==> src/serial_rx_map.vh <==
// constants for the serial receiver: sampling points, frame layout, reset values
// What this block does
// - done flag high while buffer holds frames
// - receiver disable flushes the buffer
// - irq follows done flag and enable
// - error flags stored per buffer entry
// - data read pops oldest entry
// - error flags read-only, never interrupt
// - framing error from first stop bit
// - overrun when buffer, staging fifo, hold word and shifter full
// - overrun clears on successful transfer
// - parity error zero when checking off
// - parity computed odd or even, compared
// - parity error needs mismatch and enable
// - disable aborts frame, releases pin
// - sample at 16x or 8x baud
// - falling edge starts detection, sample one
// - start vote on samples 8-10 or 4-6
// - reject noise start, else synchronise
// - 16 or 8 states, centre vote
// - shift bits to stop, then store
`ifndef SERIAL_RX_MAP_VH
`define SERIAL_RX_MAP_VH
`define RX_SAMPLES_NORMAL  5'd16
`define RX_SAMPLES_DOUBLE  5'd8
`define RX_VOTE_FIRST_NORM 5'd8
`define RX_VOTE_FIRST_DBL  5'd4
`define RX_TICK_DIV_RESET  16'h0043
`define RX_FIFO_DEPTH      16
`define RX_FIFO_AW         4
`define RX_BUF_ENTRIES     2
`define RX_ENTRY_W         12
`define RX_FE_POS          9
`define RX_DOR_POS         10
`define RX_UPE_POS         11
`define RX_B8_POS          8
`endif

==> src/rx_fifo.v <==
// parameterised synchronous fifo with valid/ready on both sides
`timescale 1ns/1ps
`default_nettype none
module rx_fifo #(
   parameter WIDTH = 8,
   parameter DEPTH = 16,
   parameter AW    = 4
) (
   // clock and reset
   input  wire             mclk_i,
   input  wire             rst_b_i,
   input  wire             flush_i,
   // fill side
   input  wire [WIDTH-1:0] in_data_i,
   input  wire             in_valid_i,
   output wire             in_ready_o,
   // drain side
   output wire [WIDTH-1:0] out_data_o,
   output wire             out_valid_o,
   input  wire             out_ready_i,
   output wire [AW:0]      level_o
);
   reg [WIDTH-1:0] mem [0:DEPTH-1];
   reg [AW-1:0]    wr_ptr;
   reg [AW-1:0]    rd_ptr;
   reg [AW:0]      count;
   wire            push;
   wire            pop;

   assign in_ready_o  = (count != DEPTH[AW:0]);
   assign out_valid_o = (count != {(AW+1){1'b0}});
   assign out_data_o  = mem[rd_ptr];
   assign level_o     = count;
   assign push        = in_valid_i & in_ready_o;
   assign pop         = out_valid_o & out_ready_i;

   always @(posedge mclk_i) begin
      if (push) begin
         mem[wr_ptr] <= in_data_i;
      end
   end

   always @(posedge mclk_i or negedge rst_b_i) begin
      if (!rst_b_i) begin
         wr_ptr <= {AW{1'b0}};
         rd_ptr <= {AW{1'b0}};
         count  <= {(AW+1){1'b0}};
      end else if (flush_i) begin
         wr_ptr <= {AW{1'b0}};
         rd_ptr <= {AW{1'b0}};
         count  <= {(AW+1){1'b0}};
      end else begin
         if (push) begin
            wr_ptr <= wr_ptr + 1'b1;
         end
         if (pop) begin
            rd_ptr <= rd_ptr + 1'b1;
         end
         if (push && !pop) begin
            count <= count + 1'b1;
         end else if (pop && !push) begin
            count <= count - 1'b1;
         end
      end
   end
endmodule
`default_nettype wire

==> src/rx_tick_gen.v <==
// oversampling tick divider: one-cycle enable at the sample rate
`timescale 1ns/1ps
`default_nettype none
module rx_tick_gen (
   // clock and reset
   input  wire        mclk_i,
   input  wire        rst_b_i,
   // control
   input  wire        enable_i,
   input  wire [15:0] divisor_i,
   // tick
   output reg         tick_o
);
   reg [15:0] count;

   always @(posedge mclk_i or negedge rst_b_i) begin
      if (!rst_b_i) begin
         count  <= 16'h0000;
         tick_o <= 1'b0;
      end else if (!enable_i) begin
         count  <= 16'h0000;
         tick_o <= 1'b0;
      end else if (count >= divisor_i) begin
         count  <= 16'h0000;
         tick_o <= 1'b1;
      end else begin
         count  <= count + 16'h0001;
         tick_o <= 1'b0;
      end
   end
endmodule
`default_nettype wire

==> src/serial_rx.v <==
// serial receiver: start detect, data recovery, two-entry buffer and status
`timescale 1ns/1ps
`default_nettype none
`include "serial_rx_map.vh"
module serial_rx (
   // clock and reset
   input  wire        mclk_i,
   input  wire        rst_b_i,
   // serial pin
   input  wire        rxd_i,
   output wire        rxd_override_o,
   // control
   input  wire        receiver_enable_bit_i,
   input  wire        rx_done_irq_enable_i,
   input  wire        double_speed_select_i,
   input  wire        parity_enable_bit_i,
   input  wire        parity_type_bit_i,
   input  wire        stop_bits_select_i,
   input  wire [2:0]  char_size_i,
   input  wire [15:0] tick_divisor_i,
   // data register read
   input  wire        data_read_i,
   output reg  [7:0]  serial_data_register_o,
   // status
   output reg         rx_done_flag_o,
   output reg         framing_error_flag_o,
   output reg         overrun_flag_o,
   output reg         parity_error_flag_o,
   output reg         ninth_received_bit_o,
   output wire        rx_done_irq_o,
   // stream side of the staging fifo
   output wire        stage_ready_o
);
   localparam ST_IDLE  = 2'd0;
   localparam ST_START = 2'd1;
   localparam ST_DATA  = 2'd2;
   localparam ST_HOLD  = 2'd3;

   reg        rst_m;
   reg        rst_s;
   reg        rxd_a;
   reg        rxd_b;
   reg        rxd_c;
   reg        rxd_f;
   reg        rxd_prev;
   reg [1:0]  state;
   reg [4:0]  sample;
   reg [3:0]  bit_idx;
   reg [2:0]  votes;
   reg [9:0]  shreg;
   reg        frame_fe;
   reg        frame_pe;
   reg        lost;
   reg [`RX_ENTRY_W-1:0] hold_word;
   reg        hold_valid;
   reg [`RX_ENTRY_W-1:0] buf_mem [0:`RX_BUF_ENTRIES-1];
   reg        buf_rd;
   reg        buf_wr;
   reg [1:0]  buf_cnt;
   reg [8:0]  aligned_data;
   reg        par_calc;
   reg [9:0]  tmp;
   integer    k;

   wire        tick;
   wire [4:0]  spb;
   wire [4:0]  vfirst;
   wire        vote_bit;
   wire [3:0]  nbits;
   wire [3:0]  last_idx;
   wire        s_valid;
   wire [`RX_ENTRY_W-1:0] s_data;
   wire        buf_full;
   wire        buf_push;
   wire        buf_pop;
   wire        flush;
   wire [`RX_ENTRY_W-1:0] head;

   // majority of three samples
   function maj3;
      input [2:0] v;
      begin
         maj3 = (v[0] & v[1]) | (v[0] & v[2]) | (v[1] & v[2]);
      end
   endfunction

   // sample lies in the three-sample voting window
   function in_window;
      input [4:0] s;
      input [4:0] first;
      begin
         in_window = (s >= first) && (s <= first + 5'd2);
      end
   endfunction

   // sample right after the window, where the vote is final
   function at_decide;
      input [4:0] s;
      input [4:0] first;
      begin
         at_decide = (s == first + 5'd3);
      end
   endfunction

   // reset release
   always @(posedge mclk_i or negedge rst_b_i) begin
      if (!rst_b_i) begin
         rst_m <= 1'b0;
         rst_s <= 1'b0;
      end else begin
         rst_m <= 1'b1;
         rst_s <= rst_m;
      end
   end

   assign flush = ~receiver_enable_bit_i;
   assign rxd_override_o = receiver_enable_bit_i;

   rx_tick_gen u_tick (
      .mclk_i    (mclk_i),
      .rst_b_i   (rst_s),
      .enable_i  (receiver_enable_bit_i),
      .divisor_i (tick_divisor_i),
      .tick_o    (tick)
   );

   assign spb    = double_speed_select_i ? `RX_SAMPLES_DOUBLE :
                   `RX_SAMPLES_NORMAL;
   assign vfirst = double_speed_select_i ? `RX_VOTE_FIRST_DBL :
                   `RX_VOTE_FIRST_NORM;
   assign vote_bit = maj3(votes);
   assign nbits    = 4'd5 + {1'b0, char_size_i} +
                     {3'b000, parity_enable_bit_i};
   assign last_idx = nbits;

   // pin synchroniser, change accepted when second and third agree
   always @(posedge mclk_i or negedge rst_s) begin
      if (!rst_s) begin
         rxd_a <= 1'b1;
         rxd_b <= 1'b1;
         rxd_c <= 1'b1;
         rxd_f <= 1'b1;
      end else begin
         rxd_a <= rxd_i;
         rxd_b <= rxd_a;
         rxd_c <= rxd_b;
         if (rxd_b == rxd_c) begin
            rxd_f <= rxd_c;
         end
      end
   end

   // receive state machine
   always @(posedge mclk_i or negedge rst_s) begin
      if (!rst_s) begin
         state      <= ST_IDLE;
         sample     <= 5'd0;
         bit_idx    <= 4'd0;
         votes      <= 3'b000;
         shreg      <= 10'h000;
         rxd_prev   <= 1'b1;
         frame_fe   <= 1'b0;
         frame_pe   <= 1'b0;
         lost       <= 1'b0;
         hold_word  <= {`RX_ENTRY_W{1'b0}};
         hold_valid <= 1'b0;
      end else if (flush) begin
         state      <= ST_IDLE;
         sample     <= 5'd0;
         bit_idx    <= 4'd0;
         votes      <= 3'b000;
         rxd_prev   <= 1'b1;
         lost       <= 1'b0;
         hold_valid <= 1'b0;
      end else begin
         if (hold_valid && stage_ready_o) begin
            hold_valid <= 1'b0;
         end
         // ahead of the tick logic, so a start bit seen in the
         // same cycle still moves the state on to ST_START
         if (state == ST_HOLD && !hold_valid) begin
            hold_word  <= {frame_pe & parity_enable_bit_i, lost, frame_fe,
                           aligned_data};
            hold_valid <= 1'b1;
            state      <= ST_IDLE;
            // overrun mark travels with this frame only
            lost       <= 1'b0;
         end
         if (tick) begin
            rxd_prev <= rxd_f;
            case (state)
               ST_IDLE, ST_HOLD: begin
                  if (rxd_prev && !rxd_f) begin
                     state  <= ST_START;
                     // next tick is sample two
                     sample <= 5'd2;
                     votes  <= 3'b000;
                     // overrun: shifter frame dropped, buffer kept
                     // the set wins over the clear above
                     if (state == ST_HOLD && hold_valid) begin
                        lost <= 1'b1;
                     end
                  end
               end
               ST_START: begin
                  if (in_window(sample, vfirst)) begin
                     votes <= {votes[1:0], rxd_f};
                  end
                  if (at_decide(sample, vfirst)) begin
                     if (vote_bit) begin
                        state <= ST_IDLE;
                     end else begin
                        state   <= ST_DATA;
                        bit_idx <= 4'd0;
                     end
                  end
                  sample <= sample + 5'd1;
               end
               ST_DATA: begin
                  if (in_window(sample, vfirst)) begin
                     votes <= {votes[1:0], rxd_f};
                  end
                  if (at_decide(sample, vfirst)) begin
                     if (bit_idx == last_idx) begin
                        frame_fe <= ~vote_bit;
                        state    <= ST_HOLD;
                     end else begin
                        shreg   <= {vote_bit, shreg[9:1]};
                        bit_idx <= bit_idx + 4'd1;
                     end
                  end
                  if (sample == spb) begin
                     sample <= 5'd1;
                  end else begin
                     sample <= sample + 5'd1;
                  end
               end
               default: begin
                  state <= ST_IDLE;
               end
            endcase
         end
      end
   end

   // align lsb-first shift register and compute parity
   always @* begin
      tmp = shreg >> (4'd10 - nbits);
      aligned_data = 9'h000;
      par_calc = parity_type_bit_i;
      for (k = 0; k < 9; k = k + 1) begin
         if (k < 5 + char_size_i) begin
            aligned_data[k] = tmp[k];
            par_calc = par_calc ^ tmp[k];
         end
      end
   end

   always @(posedge mclk_i or negedge rst_s) begin
      if (!rst_s) begin
         frame_pe <= 1'b0;
      end else if (state == ST_DATA && tick && at_decide(sample, vfirst) &&
                   bit_idx == last_idx) begin
         frame_pe <= parity_enable_bit_i &
                     (par_calc ^ tmp[5 + char_size_i]);
      end
   end

   rx_fifo #(
      .WIDTH (`RX_ENTRY_W),
      .DEPTH (`RX_FIFO_DEPTH),
      .AW    (`RX_FIFO_AW)
   ) u_stage (
      .mclk_i      (mclk_i),
      .rst_b_i     (rst_s),
      .flush_i     (flush),
      .in_data_i   (hold_word),
      .in_valid_i  (hold_valid),
      .in_ready_o  (stage_ready_o),
      .out_data_o  (s_data),
      .out_valid_o (s_valid),
      .out_ready_i (~buf_full),
      .level_o     ()
   );

   // two-entry receive buffer
   assign buf_full = (buf_cnt == 2'd2);
   assign buf_push = s_valid & ~buf_full;
   assign buf_pop  = data_read_i & (buf_cnt != 2'd0);
   assign head     = buf_mem[buf_rd];

   always @(posedge mclk_i or negedge rst_s) begin
      if (!rst_s) begin
         buf_rd  <= 1'b0;
         buf_wr  <= 1'b0;
         buf_cnt <= 2'd0;
      end else if (flush) begin
         buf_rd  <= 1'b0;
         buf_wr  <= 1'b0;
         buf_cnt <= 2'd0;
      end else begin
         if (buf_push) begin
            buf_mem[buf_wr] <= s_data;
            buf_wr          <= ~buf_wr;
         end
         if (buf_pop) begin
            buf_rd <= ~buf_rd;
         end
         buf_cnt <= buf_cnt + {1'b0, buf_push} - {1'b0, buf_pop};
      end
   end

   // status views of the oldest entry
   always @(posedge mclk_i or negedge rst_s) begin
      if (!rst_s) begin
         serial_data_register_o <= 8'h00;
         ninth_received_bit_o   <= 1'b0;
         framing_error_flag_o   <= 1'b0;
         overrun_flag_o         <= 1'b0;
         parity_error_flag_o    <= 1'b0;
         rx_done_flag_o         <= 1'b0;
      end else begin
         serial_data_register_o <= head[7:0];
         ninth_received_bit_o   <= head[`RX_B8_POS];
         framing_error_flag_o   <= head[`RX_FE_POS];
         overrun_flag_o         <= head[`RX_DOR_POS];
         parity_error_flag_o    <= head[`RX_UPE_POS] & parity_enable_bit_i;
         // done flag tracks occupancy; from the current count
         // so it rises in the same cycle as the views above
         rx_done_flag_o <= ~flush & (buf_cnt != 2'd0);
      end
   end

   // level irq follows the done flag
   // error flags stay out of the request
   assign rx_done_irq_o = rx_done_flag_o & rx_done_irq_enable_i;
endmodule
`default_nettype wire

==> config.mk <==
export PLATFORM = sky130hd
export DESIGN_NAME = serial_rx
export DESIGN_NICKNAME = d
export VERILOG_FILES = /design/src/rx_fifo.v /design/src/rx_tick_gen.v /design/src/serial_rx.v
export VERILOG_INCLUDE_DIRS = /design/src /design/src/src
export SDC_FILE = /design/constraint.sdc
export NUM_CORES = 1
export LEC_CHECK = 0
export BUFFER_PORTS_ARGS = -buffer_cell sky130_fd_sc_hd__buf_2
export CAP_MARGIN = 20
export CORE_MARGIN = 2
export CORE_UTILIZATION = 40
export DETAILED_ROUTE_END_ITERATION = 6
export GPL_ROUTABILITY_DRIVEN = 0
export GPL_TIMING_DRIVEN = 1
export PLACE_DENSITY = 0.63
export REMOVE_ABC_BUFFERS = 1
export SLEW_MARGIN = 0
export SYNTH_ARGS = -nofsm -noshare
export SYNTH_HDL_FRONTEND = slang
export SYNTH_SLANG_ARGS = --single-unit
==> constraint.sdc <==
create_clock -name mclk_i -period 8.6 [get_ports mclk_i]
set_input_delay 1.29 -clock mclk_i [delete_from_list [all_inputs] [get_ports mclk_i]]
set_output_delay 1.29 -clock mclk_i [all_outputs]
set_load 0.03 [all_outputs]
== Yosys cells after proc, flatten, opt, wreduce, memory -nomap -nowiden ==
Memories as Yosys holds them, arrays and structs flattened.
Cells that the tools add are included.
Word-level totals
  memories: 2
  input port bits: 29
  output and inout port bits: 16
  bits in registers: 94
  RAM bits: 216
  word-level logic and storage cells: 218
Cells by class
  reductions and logical operators: 26
  bitwise operators: 28
  shift operators: 1
  $add $sub $neg: 15
  magnitude comparators: 13
  equality and inequality tests: 22
  multiplexer cells: 80
Memory list
  u_stage.mem: words 16, width 12, read ports 1, clocked after memory_dff 0, wr ports 1, line rx_fifo.v:23  | reg [WIDTH-1:0] mem [0:DEPTH-1];
  buf_mem: words 2, width 12, read ports 1, clocked after memory_dff 0, wr ports 1, line serial_rx.v:56  | reg [`RX_ENTRY_W-1:0] buf_mem [0:`RX_BUF_ENTRIES-1];
Operators by type and width (number)
  3-bit by 32-bit < comparator with 1-bit output, first input constant: 4
  1-bit by 32-bit < comparator with 1-bit output, first input constant: 2
  2-bit by 32-bit < comparator with 1-bit output, first input constant: 2
  4-bit two-way mux: 11
  1-bit two-way mux: 41
  5-bit two-way mux: 8
  4-bit by 32-bit < comparator with 1-bit output, first input constant: 1
  16-bit two-way mux: 2
  2-bit two-way mux: 9
  16-bit by 1-bit adder with 16-bit output, second input constant: 1
  16-bit >= comparator: 1
  5-bit one-hot mux with 3 select lines: 1
  4-bit by 1-bit adder with 4-bit output, second input constant: 3
  3-bit two-way mux: 4
  3-bit != test, second input constant: 4
  1-bit bitwise AND: 11
  1-bit logical AND: 11
  4-bit by 2-bit adder with 5-bit output, second input constant: 2
  5-bit by 1-bit adder with 5-bit output, second input constant: 2
  5-bit == test: 2
  5-bit AND reduction: 2
  10-bit by 4-bit >> shifter with 10-bit output: 1
  1-bit XOR: 10
  3-bit by 1-bit != test with 1-bit output, second input constant: 3
  30 further kinds: 47

== Logic depth before layout (Yosys ltp) ==
  word-level depth: 24
  depth in mapped cells: 16
  gate-level depth less buffers: 14

== Hierarchy ==
A second synthesis with hierarchy kept.
Unflattened totals
  cell total of the unflattened synthesis: 925
  area, all modules: 14171.1 um^2
By module, submodules not included
  rx_fifo: sequential area each 6090.8 um^2, instances 1, cells each 382, area each 8348.0 um^2
  serial_rx: sequential area each 2328.5 um^2, instances 1, cells each 415, area each 4615.7 um^2
  rx_tick_gen: sequential area each 425.4 um^2, instances 1, cells each 128, area each 1207.4 um^2

== Least setup slack after synthesis ==
OpenSTA, ideal clock, no wires.
  kind: input-to-reg
  start point: in char_size_i[0]
  end point: reg frame_pe
  cell stages on the path: 15
  required time: 8.480 ns
  library setup time: 0.120 ns
  path buffers: 3
  path slack: 4.263 ns
  arrival: 4.217 ns
  cells stage by stage: inv_1 > ha_1 > buf_6 > buf_6 > inv_1 > ha_1 > buf_4 > mux2_2 > xnor2_1 > nor4_1 > xnor3_2 > xnor2_1 > xnor2_1 > xnor2_1 > a31o_1
On the way
  cells in the longest elaborated chain, start to end: 24
  elaborated cells on any way between the ends: 38
  those cells by class: 4 x add/sub; 9 x order compare; 1 x eq/ne; 1 x shift; 11 x mux; 11 x bitwise; 1 x reduce/logical
Ends and longest elaborated chain
  start, declared: line serial_rx.v:19  | input wire [2:0] char_size_i,
  3-bit by 3-bit adder with 4-bit output: line serial_rx.v:132, serial_rx.v:252, serial_rx.v:265
  4-bit by 1-bit adder with 4-bit output: line serial_rx.v:132  | assign nbits = 4'd5 + {1'b0, char_size_i} +
  4-bit subtractor: line serial_rx.v:248  | tmp = shreg >> (4'd10 - nbits);
  10-bit by 4-bit >> shifter with 10-bit output: line serial_rx.v:248
  1-bit XOR: line serial_rx.v:254  | par_calc = par_calc ^ tmp[k];
  1-bit two-way mux: line serial_rx.v:252  | if (k < 5 + char_size_i) begin
  1-bit XOR: line serial_rx.v:254
  1-bit two-way mux: line serial_rx.v:252
  (+8 left out)
  1-bit XOR: line serial_rx.v:254
  1-bit two-way mux: line serial_rx.v:252
  1-bit XOR: line serial_rx.v:254
  1-bit two-way mux: line serial_rx.v:252
  1-bit XOR: line serial_rx.v:254
  1-bit two-way mux: line serial_rx.v:252
  1-bit XOR: line serial_rx.v:265  | (par_calc ^ tmp[5 + char_size_i]);
  1-bit bitwise AND: line serial_rx.v:264  | frame_pe <= parity_enable_bit_i &
  end signal, assigned: line serial_rx.v:264
  end, declared: line serial_rx.v:52  | reg frame_pe;
Parallel ways exist; a longest one is shown, timed or not. The select of a mux whose other input is x is not followed.
A chain may end at the register's enable or synchronous reset.

== Worst setup path in the final report ==
Ends and elaborated chain as after synthesis.

==> flow_summary.toml <==
[pwr]
powerDensity_mw_per_mm2 = 235
swShare = 0.263
p_int_mw = 2.74
p_leak_nw = 5.88
p_sw_mw = 0.977
p_comb_frac = 0.164
seq_power_share = 0.473
p_clk_frac = 0.363
max-vdd-ir-drop_v = 0.000168

[timing]
holdWs_ns = 0.276
clock_skew_ns = 0.0152
fin_crit_ns = 4.57
finalSetupTns_ns = 0
finalHoldViolCount = 0
fin_crit_sh = 0.532
fmaxAchievable_mhz = 219
rsz0062_at_grt = "false"
setup_viol = 0
slew_headroom = 0.325
final_max_slew_viol_count = 0
tightest_slew_ns = 1.01

[critical_path]
path_max_fanout = 16
reg2regPathDepth = 13
cp.required_ns = 9.06
cp.arrival_ns = 5.03
cp-end-kind = "register"
timing.reg2reg.setup_slack_ns = 5.66
r2r_end = "u_stage.level_o[4]"
crit_start = "char_size_i[0]"
crit_type = "in -> reg"
crit_path_start_kind = "primary input"
reg2reg_from = "u_stage.level_o[1]"

[floorplan]
ios = 45
die-height_um = 191
std_cell_rows = 68
dieWidth_um = 191
dieArea_mm2 = 0.0367
initial_utilization = 0.407
core-area_mm2 = 0.0345

[layout]
ff_latch_area_mm2 = 0.00885
areaGrowthSynthToFinish_pct = 12.3
drive_above_1_share = 0.173
utilization = 0.457
num-fill-cells = 3077
final_nets = 1117
multi_input_area_mm2 = 0.00484
instances_no_fill = 1526

[logic_synthesis]
yosysSeqAreaShare = 0.629
synthArstFlopShare = 0.303
syn_inst = 1003
synth_area_per_cell_um2 = 14.0
yosysWarnings = 0
synth_flop_cell = "edfxtp_1"
syn-cell-area_mm2 = 0.0141
synth_edf_count = 216
synth_cell_types = 66
synth_seq_cells = 310

[clock_tree]
tritoncts = "yes"
clock_path_buffers = 3
cts_root_buffer = "clkbuf_16"
clock_latency_ns = 0.57
cts.sinks = 310
clk_pin_slew_ns = 0.06
post_cts_resized = 0
postCtsSetupBuffers = 0
htreeDepth = 1
numCtsBuffers = 31
cts_hold_buf = 0

[routing]
firstDrtPassIters = 5
viasPerCell = 5.33
initialDrtViolationCount = 534
drc_errors = 0
routed_wl_um = 28600
postRouteAntennaNets = 0
wl_per_cell_um = 18.7
vias = 8136

[global_routing]
grt_max_degree = 61
grt_antenna_before_repair = 1
grt_first_pass_wirelength_um = 45200
grt_overflow_total = 0
grt_pass1_vias = 8136
grt_usage = 0.159

[placed_design]
dp_cells = 1467
portBuffers = 43
dp_hpwl_um = 17900

[hold_path]
min_path_type = "reg -> async"

[flow_run]
maxCapViolCount = 0

[outcome]
outcome = "finished, final reports clean"
[flip-flops by register name, indices dropped and copies added, names as in the netlist, 5 cells and up]
signal                  cells
buf_mem                    24
hold_word                  12
sample                      5
serial_data_register_o      8
shreg                      10
u_stage.level_o             5
u_stage.mem               192
u_tick.count               16
[worst max-delay path by stage]
stage / endpoint / cells past startpoint / slack, ns
final: frame_pe / 14 / 4.03
after global routing: frame_pe / 13 / 3.77
after CTS: frame_pe / 14 / 3.98
after detailed placement: frame_pe / 14 / 3.41
after global placement: frame_pe / 14 / 3.43
after floorplan: frame_pe / 13 / 4.03
[cell usage after synthesis (all sizes together), types with 3 or more instances]
cell type	number	area share
and2	23	0.010
clkbuf	31	0.0083
nand3	19	0.0068
nand4	5	0.0022
dfstp	5	0.0093
nand2b	5	0.0022
ha	41	0.036
a22oi	13	0.0069
a211oi	24	0.013
xor2	24	0.015
mux2	37	0.030
o211ai	3	0.0016
o21ai	45	0.016
mux2i	50	0.036
buf	12	0.0062
edfxtp	216	0.46
a22o	4	0.0025
nor3	9	0.0032
a21o	10	0.0053
mux4	31	0.050
nand2	71	0.019
a221oi	14	0.0087
inv	47	0.013
nor2b	6	0.0027
a31oi	4	0.0018
o31ai	8	0.0043
nor2	45	0.012
xnor2	22	0.014
dfrtp	89	0.16
a21oi	42	0.015
and3	10	0.0044
[metal layers]
metal | GRT usage | share of wire | up-vias
met5 | 0 | 0 | -
met4 | 0.0364 | 0.024 | 0
met2 | 0.274 | 0.49 | 177
li1 | - | - | 3860
met3 | 0.0195 | 0.039 | 51
met1 | 0.215 | 0.44 | 4048
[power by group through the flow]
| stage | Sequential, mW | Clock (mW) | Combinational (mW) |
|---|---|---|---|
| 3_5_place_dp | 1.79 | 0 | 0.615 |
| 5_1_grt | 1.77 | 1.42 | 0.669 |
| 2_1_floorplan | 1.83 | 0 | 0.416 |
| 3_3_place_gp | 1.79 | 0 | 0.605 |
| 4_1_cts | 1.76 | 1.37 | 0.617 |
| 6_report | 1.76 | 1.35 | 0.609 |
[cells in the final DEF (no fill, tap or decap), types with 13 or more instances in the layout]
| master | Yosys | final |
|---|---|---|
| xnor2_1 | 22 | 22 |
| a21oi_1 | 41 | 41 |
| a22oi_1 | 13 | 13 |
| edfxtp_1 | 216 | 216 |
| mux4_2 | 31 | 31 |
| mux2_2 | 36 | 36 |
| xor2_1 | 24 | 24 |
| mux2i_1 | 50 | 50 |
| a221oi_1 | 14 | 14 |
| nand2_1 | 71 | 71 |
| a211oi_1 | 24 | 24 |
| o21ai_0 | 42 | 42 |
| dfrtp_1 | 89 | 87 |
| ha_1 | 41 | 41 |
| buf_2 | 1 | 43 |
| nor2_1 | 45 | 45 |
| inv_1 | 47 | 47 |
| and2_1 | 23 | 23 |
| clkbuf_16 | 0 | 32 |
| nand3_1 | 19 | 19 |
[worst max-delay path, cell delays in order]
cell and delay, ns:
buf_2 0.13, inv_1 0.12, ha_1 0.74, inv_1 0.10, ha_1 0.59, mux4_2 0.55, mux2_2 0.29, o21ai_2 0.13
maj3_2 0.27, a221o_1 0.15, xnor2_1 0.14, xnor2_1 0.16, xnor2_1 0.13, a31o_1 0.22
[cell families after synthesis]
kind of cell | share of synthesized area
AOI/OAI and AO/OA | 0.0841
xor gates and xnor gates | 0.0320
adders and majority gates | 0.0394
buffers and inverters | 0.0273
DFF | 0.629
muxes | 0.115
other | 0.000267
and+or+nand+nor | 0.0727
[layout make-up]
type,instances,share of cell area
sequential,310,0.561
multi-input combinational,602,0.307
clock buffer,41,0.0544
tap,455,0.0361
timing repair buffer,53,0.0199
inverter,48,0.0114
clock inverter,16,0.0106
antenna,1,0.000159
[stage by stage]
step | total power, mW | area (um^2) | setup WS (ns)
after global placement | 2.40 | 14700 | 3.43
after floorplan | 2.25 | 13900 | 4.03
after CTS | 3.75 | 15800 | 3.98
after detailed placement | 2.41 | 14700 | 3.41
after global routing | 3.86 | 15800 | 3.77
final | 3.71 | 15800 | 4.03
(Power assumes the default switching activity.)
